[src/verilog/pwmaq_pkg.sv]
// Function
// - Per event: set, clear, toggle, or hold
// - Accept period, zero, compare A, compare B
// - Qualify events by current count direction
// - Toggle inverts the present output level
// - Hold keeps level, event still passed on
// - Separate actions per output, any combination
// - Reset selects hold for every event
// - Software force beats simultaneous hardware events
// - Continuous force shadowed; others unshadowed
// - Up-down rising priority order
// - Up-down falling priority order
// - Up-count mode priority order
// - Down-count mode priority order
// - Up-count mode: falling compare events never fire
// - Down-count mode: rising compare events never fire
// - Up-count: compare fires only if within period
// - Down-count: compare above period fires at period
// - Up-down: compare above period fires at period
// - Up-down: compare direction follows counting direction
// - Up-down: compare twice inside, once at ends
package pwmaq_pkg;
	localparam int DATA_W = 16;
	localparam int ADDR_W = 8;
	localparam int CNT_W = 16;
	// Register indices; byte address is four times the index
	localparam logic [5:0] IDX_CTL_A = 6'h0b;
	localparam logic [5:0] IDX_CTL_B = 6'h0c;
	localparam logic [5:0] IDX_ONCE = 6'h0d;
	localparam logic [5:0] IDX_CONT = 6'h0e;
	localparam logic [5:0] IDX_STATUS = 6'h0f;
	localparam logic [7:0] ADDR_CTL_A = {IDX_CTL_A, 2'h0};
	localparam logic [7:0] ADDR_CTL_B = {IDX_CTL_B, 2'h0};
	localparam logic [7:0] ADDR_ONCE = {IDX_ONCE, 2'h0};
	localparam logic [7:0] ADDR_CONT = {IDX_CONT, 2'h0};
	localparam logic [7:0] ADDR_STATUS = {IDX_STATUS, 2'h0};
	localparam logic [15:0] RST_REG = 16'h0000;
	localparam logic [15:0] MASK_CTL = 16'h0fff;
	localparam logic [15:0] MASK_ONCE_RD = 16'h001b;
	localparam logic [15:0] MASK_CONT = 16'h000f;
	// Event indices into the 2-bit action fields of a control register
	localparam int EV_ZERO = 0;
	localparam int EV_PRD = 1;
	localparam int EV_FIRST_RISE = 2;
	localparam int EV_FIRST_FALL = 3;
	localparam int EV_SECOND_RISE = 4;
	localparam int EV_SECOND_FALL = 5;
	// One-shot and continuous force fields
	localparam int FLD_OS_ACT_A = 0;
	localparam int FLD_OS_GO_A = 2;
	localparam int FLD_OS_ACT_B = 3;
	localparam int FLD_OS_GO_B = 5;
	localparam logic [1:0] CF_LOW = 2'h1;
	localparam logic [1:0] CF_HIGH = 2'h2;
	// Event order, lowest priority in bits [2:0], highest in [17:15]
	localparam logic [17:0] ORD_UP = {3'h1, 3'h4, 3'h2, 3'h0, 3'h5, 3'h3};
	localparam logic [17:0] ORD_DOWN = {3'h0, 3'h5, 3'h3, 3'h1, 3'h4, 3'h2};
	localparam logic [17:0] ORD_UD_RISE = {3'h4, 3'h2, 3'h0, 3'h5, 3'h3, 3'h1};
	localparam logic [17:0] ORD_UD_FALL = {3'h5, 3'h3, 3'h1, 3'h4, 3'h2, 3'h0};
	typedef enum logic [1:0] {
		ACT_NONE = 2'h0,
		ACT_CLEAR = 2'h1,
		ACT_SET = 2'h2,
		ACT_TOGGLE = 2'h3
	} pwmaq_act_type;
	typedef enum logic [1:0] {
		MODE_UP = 2'h0,
		MODE_DOWN = 2'h1,
		MODE_UPDOWN = 2'h3,
		MODE_FROZEN = 2'h2
	} pwmaq_mode_type;
endpackage : pwmaq_pkg

[src/verilog/pwmaq_top.sv]
// The strobed register port is this design's own decision.
`timescale 1ns/100ps
module pwmaq_top
	import pwmaq_pkg::*;
#(
	parameter int CW = CNT_W
) (
	// Clock and reset
	input wire logic clk_sys,
	input wire logic arst_n,
	// Register port
	input wire logic [ADDR_W-1:0] reg_addr,
	input wire logic [DATA_W-1:0] reg_wdata,
	input wire logic reg_we,
	input wire logic reg_re,
	output logic [DATA_W-1:0] reg_rdata,
	// Time-base and compare events
	input wire logic timebase_tick,
	input wire logic count_at_zero,
	input wire logic count_at_period,
	input wire logic count_at_first,
	input wire logic count_at_second,
	input wire logic count_dir_up,
	input wire pwmaq_mode_type count_mode,
	input wire logic [CW-1:0] period_value,
	input wire logic [CW-1:0] compare_first_value,
	input wire logic [CW-1:0] compare_second_value,
	// PWM outputs
	output logic pwm_out_first,
	output logic pwm_out_second,
	// Events passed on downstream
	output logic evt_zero,
	output logic evt_period,
	output logic evt_first,
	output logic evt_second
);

	// ==========================================
	// Helpers
	function automatic logic [1:0] next_level_bit(input logic [1:0] act, input logic cur);
		logic [1:0] r;
		r = {1'b0, cur};
		case (act)
			ACT_CLEAR: r = 2'h0;
			ACT_SET: r = 2'h1;
			ACT_TOGGLE: r = {1'b0, ~cur};
			default: r = {1'b0, cur};
		endcase
		return r;
	endfunction : next_level_bit

	function automatic logic cmp_up(input logic match, input logic [CW-1:0] cmp,
			input logic [CW-1:0] prd, input logic prd_ev, input pwmaq_mode_type mode,
			input logic dir);
		logic r;
		r = 1'b0;
		case (mode)
			MODE_UP: r = match && (cmp <= prd);
			MODE_UPDOWN: r = (cmp >= prd) ? prd_ev : (match && dir);
			default: r = 1'b0;
		endcase
		return r;
	endfunction : cmp_up

	function automatic logic cmp_dn(input logic match, input logic [CW-1:0] cmp,
			input logic [CW-1:0] prd, input logic prd_ev, input pwmaq_mode_type mode,
			input logic dir);
		logic r;
		r = 1'b0;
		case (mode)
			MODE_DOWN: r = (cmp < prd) ? match : prd_ev;
			MODE_UPDOWN: r = (cmp >= prd) ? prd_ev : (match && !dir);
			default: r = 1'b0;
		endcase
		return r;
	endfunction : cmp_dn

	function automatic logic [1:0] resolve(input logic [15:0] ctl, input logic [5:0] ev,
			input pwmaq_mode_type mode, input logic dir);
		logic [17:0] ord;
		logic [2:0] k;
		logic [1:0] a;
		logic [1:0] r;
		r = ACT_NONE;
		case (mode)
			MODE_UP: ord = ORD_UP;
			MODE_DOWN: ord = ORD_DOWN;
			MODE_UPDOWN: ord = dir ? ORD_UD_RISE : ORD_UD_FALL;
			default: ord = ORD_UP;
		endcase
		for (int i = 0; i < 6; i++) begin
			k = ord[3*i +: 3];
			a = ctl[2*k +: 2];
			if (ev[k] && a != ACT_NONE) begin
				r = a;
			end
		end
		return r;
	endfunction : resolve

	// ==========================================
	// Event qualification
	logic run;
	wire logic [5:0] ev;
	assign run = timebase_tick && (count_mode != MODE_FROZEN);
	assign ev[EV_ZERO] = run && count_at_zero;
	assign ev[EV_PRD] = run && count_at_period;
	assign ev[EV_FIRST_RISE] = run && cmp_up(count_at_first, compare_first_value, period_value,
		count_at_period, count_mode, count_dir_up);
	assign ev[EV_FIRST_FALL] = run && cmp_dn(count_at_first, compare_first_value, period_value,
		count_at_period, count_mode, count_dir_up);
	assign ev[EV_SECOND_RISE] = run && cmp_up(count_at_second, compare_second_value,
		period_value, count_at_period, count_mode, count_dir_up);
	assign ev[EV_SECOND_FALL] = run && cmp_dn(count_at_second, compare_second_value,
		period_value, count_at_period, count_mode, count_dir_up);

	// ==========================================
	// Registers
	logic [15:0] ctl_a_r;
	logic [15:0] ctl_b_r;
	logic [15:0] once_r;
	logic [1:0] os_go_r;
	logic [3:0] cont_sh_r;
	logic [3:0] cont_act_r;
	logic [1:0] out_r;
	logic [15:0] rdata_r;
	logic wr_once;

	assign wr_once = reg_we && (reg_addr == ADDR_ONCE);

	always_ff @(posedge clk_sys or negedge arst_n) begin
		if (!arst_n) begin
			ctl_a_r <= RST_REG;
			ctl_b_r <= RST_REG;
			once_r <= RST_REG;
			cont_sh_r <= 4'h0;
		end else if (reg_we) begin
			case (reg_addr)
				ADDR_CTL_A: ctl_a_r <= reg_wdata & MASK_CTL;
				ADDR_CTL_B: ctl_b_r <= reg_wdata & MASK_CTL;
				ADDR_ONCE: once_r <= reg_wdata & MASK_ONCE_RD;
				ADDR_CONT: cont_sh_r <= reg_wdata[3:0];
				default: ;
			endcase
		end
	end

	// One-shot force pulses last exactly the cycle after the write
	always_ff @(posedge clk_sys or negedge arst_n) begin
		if (!arst_n) begin
			os_go_r <= 2'h0;
		end else begin
			os_go_r <= wr_once ? {reg_wdata[FLD_OS_GO_B], reg_wdata[FLD_OS_GO_A]} : 2'h0;
		end
	end

	// Active continuous force loads from shadow at counter zero
	always_ff @(posedge clk_sys or negedge arst_n) begin
		if (!arst_n) begin
			cont_act_r <= 4'h0;
		end else if (timebase_tick && count_at_zero) begin
			cont_act_r <= cont_sh_r;
		end
	end

	always_ff @(posedge clk_sys or negedge arst_n) begin
		if (!arst_n) begin
			rdata_r <= 16'h0000;
		end else if (reg_re) begin
			case (reg_addr)
				ADDR_CTL_A: rdata_r <= ctl_a_r;
				ADDR_CTL_B: rdata_r <= ctl_b_r;
				ADDR_ONCE: rdata_r <= once_r;
				ADDR_CONT: rdata_r <= {12'h000, cont_sh_r};
				ADDR_STATUS: rdata_r <= {10'h000, out_r, cont_act_r};
				default: rdata_r <= 16'h0000;
			endcase
		end else begin
			rdata_r <= 16'h0000;
		end
	end
	assign reg_rdata = rdata_r;

	// ==========================================
	// Output channels
	logic [1:0] hw_act [2];
	logic [1:0] os_act [2];
	assign os_act[0] = once_r[FLD_OS_ACT_A +: 2];
	assign os_act[1] = once_r[FLD_OS_ACT_B +: 2];

	genvar ch;
	generate
		for (ch = 0; ch < 2; ch++) begin : g_ch
			logic [1:0] cf;
			logic [1:0] nl;
			assign cf = cont_act_r[2*ch +: 2];
			assign hw_act[ch] = resolve(ch == 0 ? ctl_a_r : ctl_b_r, ev, count_mode,
				count_dir_up);
			assign nl = os_go_r[ch] ? next_level_bit(os_act[ch], out_r[ch]) :
				next_level_bit(hw_act[ch], out_r[ch]);
			always_ff @(posedge clk_sys or negedge arst_n) begin
				if (!arst_n) begin
					out_r[ch] <= 1'b0;
				end else if (cf == CF_LOW) begin
					out_r[ch] <= 1'b0;
				end else if (cf == CF_HIGH) begin
					out_r[ch] <= 1'b1;
				end else begin
					out_r[ch] <= nl[0];
				end
			end
		end
	endgenerate
	assign pwm_out_first = out_r[0];
	assign pwm_out_second = out_r[1];

	// ==========================================
	// Event pass-on
	logic [3:0] evt_r;
	always_ff @(posedge clk_sys or negedge arst_n) begin
		if (!arst_n) begin
			evt_r <= 4'h0;
		end else begin
			evt_r <= {4{timebase_tick}} & {count_at_second, count_at_first, count_at_period,
				count_at_zero};
		end
	end
	assign evt_zero = evt_r[0];
	assign evt_period = evt_r[1];
	assign evt_first = evt_r[2];
	assign evt_second = evt_r[3];

	// ==========================================
	// Assertions
	logic cf_idle_a;
	assign cf_idle_a = cont_act_r[1:0] != CF_LOW && cont_act_r[1:0] != CF_HIGH;
	logic cf_idle_b;
	assign cf_idle_b = cont_act_r[3:2] != CF_LOW && cont_act_r[3:2] != CF_HIGH;

	property p_hold_idle;
		@(posedge clk_sys) disable iff (!arst_n)
		ctl_a_r == 16'h0000 && !os_go_r[0] && cf_idle_a |=> $stable(out_r[0]);
	endproperty
	a_hold_idle: assert property (p_hold_idle) else $error("Output moved with all idle");

	property p_toggle;
		@(posedge clk_sys) disable iff (!arst_n)
		ev == 6'h01 && ctl_a_r[1:0] == ACT_TOGGLE && !os_go_r[0] && cf_idle_a
		|=> out_r[0] == !$past(out_r[0]);
	endproperty
	a_toggle: assert property (p_toggle) else $error("Toggle did not invert");

	property p_force_wins;
		@(posedge clk_sys) disable iff (!arst_n)
		os_go_r[0] && once_r[1:0] == ACT_SET && cf_idle_a |=> out_r[0];
	endproperty
	a_force_wins: assert property (p_force_wins) else $error("Force set lost");

	property p_up_no_down;
		@(posedge clk_sys) disable iff (!arst_n)
		count_mode == MODE_UP |-> !ev[EV_FIRST_FALL] && !ev[EV_SECOND_FALL];
	endproperty
	a_up_no_down: assert property (p_up_no_down) else $error("Down event in up mode");

	property p_down_no_up;
		@(posedge clk_sys) disable iff (!arst_n)
		count_mode == MODE_DOWN |-> !ev[EV_FIRST_RISE] && !ev[EV_SECOND_RISE];
	endproperty
	a_down_no_up: assert property (p_down_no_up) else $error("Up event in down mode");

	property p_up_beyond;
		@(posedge clk_sys) disable iff (!arst_n)
		count_mode == MODE_UP && compare_first_value > period_value |-> !ev[EV_FIRST_RISE];
	endproperty
	a_up_beyond: assert property (p_up_beyond) else $error("Compare beyond period fired");

	property p_down_at_prd;
		@(posedge clk_sys) disable iff (!arst_n)
		count_mode == MODE_DOWN && timebase_tick && count_at_period
		&& compare_first_value >= period_value |-> ev[EV_FIRST_FALL];
	endproperty
	a_down_at_prd: assert property (p_down_at_prd) else $error("Down compare missed");

	property p_ud_at_prd;
		@(posedge clk_sys) disable iff (!arst_n)
		count_mode == MODE_UPDOWN && timebase_tick && count_at_period
		&& compare_first_value >= period_value |-> ev[EV_FIRST_RISE] && ev[EV_FIRST_FALL];
	endproperty
	a_ud_at_prd: assert property (p_ud_at_prd) else $error("Up-down period compare");

	property p_shadow;
		@(posedge clk_sys) disable iff (!arst_n)
		!(timebase_tick && count_at_zero) |=> $stable(cont_act_r);
	endproperty
	a_shadow: assert property (p_shadow) else $error("Active force changed early");

	property p_pass_on;
		@(posedge clk_sys) disable iff (!arst_n)
		timebase_tick && count_at_zero |=> evt_zero;
	endproperty
	a_pass_on: assert property (p_pass_on) else $error("Zero event not passed on");

	property p_up_prio;
		@(posedge clk_sys) disable iff (!arst_n)
		count_mode == MODE_UP && ev[EV_PRD] && ev[EV_FIRST_RISE] && ctl_a_r[3:2] == ACT_SET
		&& ctl_a_r[5:4] == ACT_CLEAR && !os_go_r[0] && cf_idle_a |=> out_r[0];
	endproperty
	a_up_prio: assert property (p_up_prio) else $error("Period lost to compare");

	property p_force_clear;
		@(posedge clk_sys) disable iff (!arst_n)
		os_go_r[0] && once_r[1:0] == ACT_CLEAR && cf_idle_a |=> !out_r[0];
	endproperty
	a_force_clear: assert property (p_force_clear) else $error("Force clear lost");

	property p_cont_low;
		@(posedge clk_sys) disable iff (!arst_n)
		cont_act_r[1:0] == CF_LOW |=> !out_r[0];
	endproperty
	a_cont_low: assert property (p_cont_low) else $error("Continuous low lost");

	property p_cont_high;
		@(posedge clk_sys) disable iff (!arst_n)
		cont_act_r[3:2] == CF_HIGH |=> out_r[1];
	endproperty
	a_cont_high: assert property (p_cont_high) else $error("Continuous high lost");

	property p_hold_idle_b;
		@(posedge clk_sys) disable iff (!arst_n)
		ctl_b_r == 16'h0000 && !os_go_r[1] && cf_idle_b |=> $stable(out_r[1]);
	endproperty
	a_hold_idle_b: assert property (p_hold_idle_b) else $error("Output B moved idle");

	property p_frozen_quiet;
		@(posedge clk_sys) disable iff (!arst_n)
		count_mode == MODE_FROZEN |-> ev == 6'h00;
	endproperty
	a_frozen_quiet: assert property (p_frozen_quiet) else $error("Event while frozen");

	property p_no_tick;
		@(posedge clk_sys) disable iff (!arst_n)
		!timebase_tick |=> !evt_zero && !evt_period && !evt_first && !evt_second;
	endproperty
	a_no_tick: assert property (p_no_tick) else $error("Event passed without tick");

	property p_pass_period;
		@(posedge clk_sys) disable iff (!arst_n)
		timebase_tick && count_at_period |=> evt_period;
	endproperty
	a_pass_period: assert property (p_pass_period) else $error("Period not passed on");

	property p_pass_first;
		@(posedge clk_sys) disable iff (!arst_n)
		timebase_tick && count_at_first |=> evt_first;
	endproperty
	a_pass_first: assert property (p_pass_first) else $error("Compare A not passed on");

	property p_pass_second;
		@(posedge clk_sys) disable iff (!arst_n)
		timebase_tick && count_at_second |=> evt_second;
	endproperty
	a_pass_second: assert property (p_pass_second) else $error("Compare B not passed");

	property p_ud_rise_only;
		@(posedge clk_sys) disable iff (!arst_n)
		count_mode == MODE_UPDOWN && compare_first_value < period_value && !count_dir_up
		|-> !ev[EV_FIRST_RISE];
	endproperty
	a_ud_rise_only: assert property (p_ud_rise_only) else $error("Rising event on way down");

	property p_ud_fall_only;
		@(posedge clk_sys) disable iff (!arst_n)
		count_mode == MODE_UPDOWN && compare_first_value < period_value && count_dir_up
		|-> !ev[EV_FIRST_FALL];
	endproperty
	a_ud_fall_only: assert property (p_ud_fall_only) else $error("Falling event on way up");

	property p_up_fires;
		@(posedge clk_sys) disable iff (!arst_n)
		count_mode == MODE_UP && timebase_tick && count_at_first
		&& compare_first_value <= period_value |-> ev[EV_FIRST_RISE];
	endproperty
	a_up_fires: assert property (p_up_fires) else $error("Up compare missed");

	property p_ud_rise_prio;
		@(posedge clk_sys) disable iff (!arst_n)
		count_mode == MODE_UPDOWN && count_dir_up && ev == 6'h05 && ctl_a_r[1:0] == ACT_SET
		&& ctl_a_r[5:4] == ACT_CLEAR && !os_go_r[0] && cf_idle_a |=> !out_r[0];
	endproperty
	a_ud_rise_prio: assert property (p_ud_rise_prio) else $error("Zero beat compare");

endmodule : pwmaq_top
[config.mk]
export PLATFORM = sky130hd
export DESIGN_NAME = pwmaq_top
export DESIGN_NICKNAME = d
export VERILOG_FILES = /design/src/verilog/pwmaq_pkg.sv /design/src/verilog/pwmaq_top.sv
export SDC_FILE = /design/constraint.sdc
export NUM_CORES = 1
export LEC_CHECK = 0
export BUFFER_PORTS_ARGS = -buffer_cell sky130_fd_sc_hd__buf_2
export CAP_MARGIN = 20
export CORE_UTILIZATION = 52
export DETAILED_ROUTE_END_ITERATION = 7
export GPL_TIMING_DRIVEN = 0
export PLACE_DENSITY = 0.76
export SYNTH_ARGS = -nofsm -noshare
export SYNTH_HDL_FRONTEND = slang
export SYNTH_SLANG_ARGS = --single-unit
export TNS_END_PERCENT = 30
[constraint.sdc]
create_clock -name clk_sys -period 4 [get_ports clk_sys]
set_input_delay 0.6 -clock clk_sys [delete_from_list [all_inputs] [get_ports clk_sys]]
set_output_delay 0.6 -clock clk_sys [all_outputs]
set_load 0.01 [all_outputs]
======== After elaboration in Yosys (flattened, before gate mapping) ========
Cells that the tools add are included.
cells by class
  magnitude comparators ................... 12
  eq/ne operators ......................... 26
  shift-type cells ........................ 12
  mux-type cells .......................... 49
  bitwise operators ....................... 3
  reductions and logical operators ........ 49
operator list
  cell                count
  $shiftx 16x5->2     12
  $pmux 12 s5         1
  $eq 8x6->1 const B  5
  $pmux 18 s2         1
  $ge 16x16->1        2
  $le 16x16->1        2
  $lt 16x16->1        2
  $mux 16             2
  $logic_and 1x1->1   27
  $mux 2              13
  $lt 3x4->1 const B  6
  $reduce_bool 2->1   12
  $eq 2x2->1 const B  11
  $bmux 1 s3          6
  $mux 1              18
  $eq 2x1->1 const B  7
  $ne 6x1->1 const B  2
  $pmux 1 s3          4
  $reduce_and 2->1    6
  $reduce_bool 6->1   2
  $pmux 1 s2          4
  $and 4x4->4         1
  $logic_not 2->1     1
  $ne 2x2->1 const B  1
  other kinds (2)     3
word-level totals
  flip-flop bits (word level) ............. 60
  bits of input ports ..................... 84
  output and inout port bits .............. 22

======== Logic depth before layout (Yosys ltp) ========
Gate-level depths: netlist of the first run.
  word-level depth ........................ 19
  depth in mapped cells ................... 20

======== Worst setup path after synthesis of the first run ========
OpenSTA, ideal clock, no wires.
  path type ............................... input-to-reg
  start point ............................. in period_value[13]
  end point ............................... reg out_r[1] (netlist: pwm_out_second)
  arrival time ............................ 4.490 ns
  required time ........................... 3.880 ns
  slack ................................... -0.610 ns
  cell stages on the path ................. 19
  path buffers ............................ 0
  cell sequence ........................... inv_1 -> ha_1 -> nand4_2 -> or2_4 -> a211oi_1 -> nor4_4 -> mux2_4 -> a32o_1 -> a21o_4 -> nand2_1 -> a32oi_1 -> o221a_1 -> o32a_1 -> mux2_2 -> ha_1 -> nor2b_1 -> a2111oi_0 -> a211oi_1 -> a31o_2
on the way
  word-level cells in the longest chain between the ends .. 18
  elaborated cells between the ends (all ways) .. 55
ends and longest elaborated chain
  item                                             RTL line                          source
  start: declaration                               pwmaq_top.sv:25                   input wire logic [CW-1:0] period_value,
  $ge 16x16->1, or another cell as far along       pwmaq_top.sv:59, pwmaq_top.sv:72
  $mux 1, or another cell as far along             pwmaq_top.sv:59                   MODE_UPDOWN: r = (cmp >= prd) ? prd_ev : (match && dir);
  $pmux 1 s2 (on tied branches)                    pwmaq_top.sv:57, pwmaq_top.sv:70
  $logic_and 1x1->1 (on tied branches)             --
  $bmux 1 s3                                       pwmaq_top.sv:94                   if (ev[k] && a != ACT_NONE) begin
  $mux 1 (implied by the code)                     pwmaq_top.sv:94
  $logic_and 1x1->1                                pwmaq_top.sv:94
  $mux 2 (5 in series)                             pwmaq_top.sv:94
  $mux 2 (*)                                       pwmaq_top.sv:94
  $eq 2x2->1 / $eq 2x1->1 (equally long branches)  pwmaq_top.sv:43                   case (act)
  $pmux 1 s3                                       pwmaq_top.sv:43
  $mux 1                                           pwmaq_top.sv:199                  assign nl = os_go_r[ch] ? next_level_bit(os_act[ch], out_r[ch]) :
  $mux 1                                           pwmaq_top.sv:206                  end else if (cf == CF_HIGH) begin
  $mux 1                                           pwmaq_top.sv:204                  end else if (cf == CF_LOW) begin
  end signal: indexed assignment                   pwmaq_top.sv:209                  out_r[ch] <= nl[0];
  end: declaration                                 pwmaq_top.sv:125                  logic [1:0] out_r;
Mark *: on every way between the ends. The rest lies on a longest branch, timed or not. The select of a mux whose other input is x is not followed.
A chain may end at the register's enable or synchronous reset.

======== Final worst setup path of the first run ========
  start point ............................. in period_value[10]
  end point ............................... reg out_r[1] (netlist: pwm_out_second)
The elaborated chain is that of the path after synthesis.

==> results.toml, run 1 <==
[grt]
use_met3 = 0.0504
globalRouteMet1Util = 0.361
grtUsageMet2 = 0.572
grt_overflow = 0
track_usage = 0.315
grt_pass1_vias = 5099
grt_pass1_wl_mm = 24.8
top_usage_layer = "met2"
grt_antenna_before_repair = 0
grt_max_degree = 40

[sta]
fmax_ghz = 0.232
rsz0062_at_grt = "true"
slew_violations = 0
post-route-period-util = 1.08
worst_slack_ps = -304
tightest_slew_ps = 1040
skew_ps = 9.16
setup_tns_ps = -304
setup_violations = 1
period_needed_ps = 4300
maxSlewHeadroom = 0.299
hold_viol = 0

[clocking]
cts_tree = "yes"
htreeDepth = 2
clk_pin_slew_ps = 110
hold_buffers = 0
root_buffer = "clkbuf_8"
clock-sinks = 56
clockBufferDepth = 2
clkLatencyLatePin_ps = 320
numCtsBuffers = 5

[synth]
seq_area_frac_synth = 0.274
synth_mux_area_frac = 0.202
synth_ff_type = "dfrtp_1"
synth-xor-area-share = 0
yosysTopAreaCell = "dfrtp_1"
synthAdderAreaFrac = 0.110
synthSimpleGateAreaFrac = 0.180
ys_ff_latch = 56
synth_edf_count = 0
netlist_area_um2 = 5120
synth_area_leaders = "dfrtp_1 27%, ha_1 11%, mux2_2 9.9%, mux4_2 5.7%, nand2_1 4.8%"
synth-compound-area-share = 0.185
synth.top_cell.area_share = 0.274
ys_async_sr_fraction = 1.00
synth_top_family_by_area = "multiplexers"
synth.avg_cell_area_um2 = 9.13
ys_types = 72
synth_warnings = 0
synthCells = 561

[worst_setup_path]
critPathMaxStageDelay_ps = 580
critPathBufInv = 2
required_ps = 4220
r2r_cells = 13
cp.arrival_ps = 4530
worstSetupStartpointType = "input pin"
end_kind = "flip-flop"
crit_top_cell = "a211oi_1"
crit_type = "input pin to flip-flop"
path_depth = 20
crit_chain = "buf_2 -> inv_1 -> ha_1 -> nand4_1 -> or4_4 -> o21ai_1 -> a211oi_1 -> o211a_1 -> a32o_2 -> a21o_4 -> nand2_1 -> a32oi_1 -> o221a_1 -> o32a_1 -> mux2_4 -> ha_4 -> nor2b_1 -> a2111oi_2 -> a211oi_1 -> a31o_2"
crit_slowest_cell = "or4_4"
reg2reg_slack_ps = 840
crit_family = "compound AO/OA/AOI/OAI gates"
worst-path-max-fanout = 6

[pwr]
pwr-share-seq = 0.459
p_leak_nw = 2.97
finalPower_mw = 1.37
power_density_nw_per_um2 = 224
p_comb_frac = 0.299
p_int_mw = 0.899
power_switching_mw = 0.474
ir_drop_v = 0.000166
p_sw_frac = 0.345
power_frac_clock = 0.241

[floorplanning]
initial_core_util = 0.546
ios = 106
rows = 35
die_area_um2 = 10200
core_um2 = 9370
die_h_um = 101
die_w_um = 101

[drt]
drt-initial-drc-count = 272
drt-pass1-iter-count = 5
drc = 0
num_vias = 5022
routed_wl_mm = 15.4
vias_per_cell = 6.25
antenna_left = 0
wl_per_cell_um = 19.1

[finish]
final_nets = 802
fillers = 803
antenna_cells = 0
drive_gt1_frac = 0.329
synthToLayoutAreaGrowth_pct = 19.9

[place]
place_congestion = 1.01
place_ws_ps = -940
dp_hpwl_mm = 11.9
port-buffer-count = 95

[run]
cap_violations = 0

[worst_hold_path]
hp-class = "input pin to async pin"

[status]
violations = "setup timing"
status = "finished, violations left"
## per-layer routing
| metal | share of wire | vias to the layer above |
|---|---|---|
| li1 | - | 2297 |
| met1 | 0.39 | 2406 |
| met2 | 0.50 | 264 |
| met3 | 0.072 | 55 |
| met4 | 0.033 | 0 |
| met5 | 0 | - |
## power by group through the flow
stage	Sequential (mW)	Clock [mW]	Combinational, mW
final	0.631	0.332	0.411
after global routing	0.633	0.361	0.454
after CTS	0.629	0.341	0.400
after detailed placement	0.640	0	0.378
after global placement	0.639	0	0.359
after floorplan	0.623	0	0.248
## worst paths after layout
kind                             startpoint             end
max in group asynchronous            arst_n     ctl_b_r[11]
min reg2reg                    cont_sh_r[2]   cont_act_r[2]
max                        period_value[10]  pwm_out_second
max reg2reg                      ctl_b_r[3]  pwm_out_second
min                                  arst_n        evt_r[3]
min in group clk_sys           reg_wdata[9]      ctl_a_r[9]
## flip-flops by register name, summed over array words and instances, names as in the netlist
name and cells:
ctl_a_r 12, evt_r 4, ctl_b_r 12, pwm_out_first 1
cont_act_r 4, reg_rdata 12, pwm_out_second 1, os_go_r 2
once_r 4, cont_sh_r 4
## per-stage QoR
step                      cell area (µm²)  cells  hold WS (ps)   util
after floorplan                      5210    564           304      -
after global placement               5850    788           517  0.624
after detailed placement             5870    789           534  0.626
after CTS                            6100    803           234  0.651
after global routing                 6140    803           247  0.655
final                                6140    803           216  0.655
## placed cells by master, fill, tap and decap left out, drive strengths merged, types with 7 or more instances in the layout
master / instances
nor3: 10
mux2i: 22
mux4: 13
nor2b: 8
and2: 10
inv: 34
a211oi: 7
a21oi: 32
buf: 110
nor2: 38
ha: 45
dfrtp: 56
clkbuf: 23
nand2: 65
o21ai: 26
mux2: 46
nand4: 10
a22oi: 10
## synth_stat cells (3+ instances only)
cell type,instances
buf_4,5
and2_1,9
clkbuf_1,18
a32oi_1,5
a22oi_1,10
nand2b_1,5
inv_1,33
nor3_1,10
nand3_1,5
a21boi_0,4
a31o_2,3
a31oi_1,6
nor2_1,38
mux2_2,45
dfrtp_1,56
a21oi_1,32
or2_2,4
mux2i_1,22
o21ai_0,25
mux4_2,13
nand2_1,65
ha_1,45
nor2b_1,8
a21o_1,3
nand3b_1,4
o211ai_1,6
a211oi_1,7
nand4_1,9
and3_1,6
o211a_1,4
## layout make-up
cell class                 count  area, µm²  area share
buffer                        26        121      0.0198
tap                          129        161      0.0263
timing repair buffer         102        553      0.0901
multi-input combinational    447       3670       0.598
sequential                    56       1400       0.228
clock buffer                   5       68.8      0.0112
clock inverter                 3       22.5     0.00367
inverter                      35        139      0.0226
## repair_timing
item,4_1_cts,5_1_grt
gates resized for setup,17,16
endpoints found under the setup margin,1,2
pin swaps,9,11
buffers inserted,6,0
hold endpoints to repair,0,0
## kinds of logic (layout without fill, tap and decap cells)
| group | Yosys count | after routing |
|---|---|---|
| and+or+nand+nor | 182 | 182 |
| AOI/OAI and AO/OA | 135 | 135 |
| muxes | 81 | 81 |
| buffers and inverters | 61 | 171 |
| DFF | 56 | 56 |
| adders and majority gates | 45 | 45 |
| other | 1 | 4 |
(Power assumes the default switching activity.)
==> run 2: changes to the inputs <==
--- a/config.mk
+++ b/config.mk
@@ -7,10 +7,10 @@
 export LEC_CHECK = 0
 export BUFFER_PORTS_ARGS = -buffer_cell sky130_fd_sc_hd__buf_2
 export CAP_MARGIN = 20
-export CORE_UTILIZATION = 52
+export CORE_UTILIZATION = 55
 export DETAILED_ROUTE_END_ITERATION = 7
 export GPL_TIMING_DRIVEN = 0
-export PLACE_DENSITY = 0.76
+export PLACE_DENSITY = 0.8
 export SYNTH_ARGS = -nofsm -noshare
 export SYNTH_HDL_FRONTEND = slang
 export SYNTH_SLANG_ARGS = --single-unit
==> run 2 against run 1 <==
Compared with the run above: the flow finishes with violations (DRC, setup timing); non-clock buffer count is 8 higher; highest routed layer unchanged; fmax fell by 6.0%; cell count shrank 1.5%.
==> results.toml, run 2 (synthesized netlist as in run 1, its figures left out) <==
[status]
status = "finished, violations left"
violations = "DRC, setup timing"

[drt]
antenna_left = 0
num_vias = 5314
drc = 1
drt-initial-drc-count = 606
vias_per_cell = 6.72
drt-pass1-iter-count = 8
wl_per_cell_um = 20.9
routed_wl_mm = 16.6

[finish]
final_nets = 810
final_common_cell = "buf_2"
fillers = 650
layout_common_cells = "92 x buf_2, 65 x nand2_1, 56 x dfrtp_1, 42 x mux2_2, 36 x nor2_1"
synthToLayoutAreaGrowth_pct = 23.3
drive_gt1_frac = 0.355
stdcell_count = 791
finalCoreUtilization = 0.714

[worst_setup_path]
crit_slowest_cell = "or4_4"
end_kind = "flip-flop"
required_ps = 4220
crit_type = "input pin to flip-flop"
cp.arrival_ps = 4800
worst-path-max-fanout = 6
critPathMaxStageDelay_ps = 620
worstSetupStartpointType = "input pin"
crit_chain = "buf_2 -> inv_1 -> ha_4 -> nand4_1 -> or4_4 -> o21ai_2 -> a211oi_1 -> o211a_1 -> a32o_2 -> a21o_4 -> nand2_1 -> a32oi_1 -> o221a_1 -> o32a_1 -> mux2_4 -> ha_4 -> nor2b_4 -> a2111oi_4 -> a211oi_2 -> a31o_2"
crit_top_cell = "ha_4"

[sta]
fmax_ghz = 0.218
skew_ps = 8.67
maxSlewHeadroom = 0.339
setup_violations = 1
worst_slack_ps = -580
hold_viol = 0
slew_violations = 0
post-route-period-util = 1.14
rsz0062_at_grt = "true"
tightest_slew_ps = 984
fin_hold_ws_ps = 325
period_needed_ps = 4580

[grt]
grt_pass1_wl_mm = 25.4
grt_pass1_vias = 5081
track_usage = 0.336
grt_max_degree = 30
grt_overflow = 0
grt_antenna_before_repair = 1

[pwr]
finalPower_mw = 1.41
power_density_nw_per_um2 = 224
ir_drop_v = 0.000207
p_leak_nw = 3.03

[clocking]
numCtsBuffers = 5
htreeDepth = 2
clock-sinks = 56
root_buffer = "clkbuf_8"
clkLatencyLatePin_ps = 320
clk_pin_slew_ps = 110
cts_tree = "yes"
hold_buffers = 0
clockBufferDepth = 2

[floorplanning]
core_um2 = 8850
ios = 106
initial_core_util = 0.579
die_w_um = 98.5
rows = 34
die_area_um2 = 9700
die_h_um = 98.5

[place]
dp.cells = 768
port-buffer-count = 95
place_congestion = 0.975
dp_hpwl_mm = 12.1

[worst_hold_path]
hp-class = "input pin to async pin"

[run]
cap_violations = 0
-- run 2: changes by cell type in the layout (fill, tap and decap cells not counted), moves of 3 or more --
cell     before  now
buf_2        97   92
buf_4        10   18
buf_6         0    4
ha_1         39   34
ha_4          6   10
inv_1        30   26
inv_2         2    6
o21ai_1       6    3
-- run 2: layer usage --
layer / global-route usage / part of all wire
met2: 0.568 / 0.48
met3: 0.0553 / 0.088
met5: 0 / 0
met1: 0.428 / 0.38
met4: 0.141 / 0.046
-- run 2: repair_timing --
action | in CTS | in global routing
endpoints found under the setup margin | 1 | 2
pin swaps | 12 | 26
gates resized for setup | 18 | 40
setup buffers | 4 | 10
endpoints found under the hold margin | 0 | 0
-- run 2: report_power, final --
group          leakage (nW)  total [mW]  internal, mW  switching, mW
Combinational          2.21       0.445         0.202          0.243
Sequential            0.771       0.632         0.589         0.0429
Clock                0.0462       0.338         0.129          0.209
Total                  3.03        1.41         0.920          0.495
-- run 2: final timing paths --
check,startpoint,to,slack (ps),depth (start not counted)
hold / removal,arst_n,evt_r[2],320,1
min in group clk_sys,reg_wdata[6],ctl_a_r[6],520,2
setup reg to reg,ctl_b_r[3],pwm_out_second,590,13
setup / recovery,period_value[9],pwm_out_second,-580,20
hold reg to reg,cont_sh_r[2],cont_sh_r[2],560,1
max in group asynchronous,arst_n,reg_rdata[6],3060,2
-- run 2: layout make-up --
| class | count | area, µm² | share of cell area |
|---|---|---|---|
| multi-input combinational | 447 | 3780 | 0.598 |
| buffer | 26 | 123 | 0.0194 |
| clock buffer | 6 | 72.6 | 0.0115 |
| sequential | 56 | 1400 | 0.222 |
| timing repair buffer | 110 | 648 | 0.103 |
| inverter | 35 | 139 | 0.0220 |
| antenna | 1 | 2.50 | 0.000396 |
| tap | 108 | 135 | 0.0214 |
| clock inverter | 2 | 17.5 | 0.00277 |
-- run 2: metrics by stage --
stage | TNS [ps] | area (µm²) | worst slack, ps
2_1_floorplan | -366 | 5210 | -366
3_3_place_gp | -1020 | 5820 | -915
3_5_place_dp | -1240 | 5840 | -1070
4_1_cts | -418 | 6060 | -418
5_1_grt | -635 | 6310 | -635
6_report | -580 | 6310 | -580
-- run 2: worst max-delay path: cells and delay by family --
kind	cells	cell delay, ps
AO/OA/AOI/OAI	11	2290
adder cells (fa/ha/maj)	2	430
buffers and inverters	2	140
multiplexers	1	280
AND/OR/NAND/NOR	4	1030
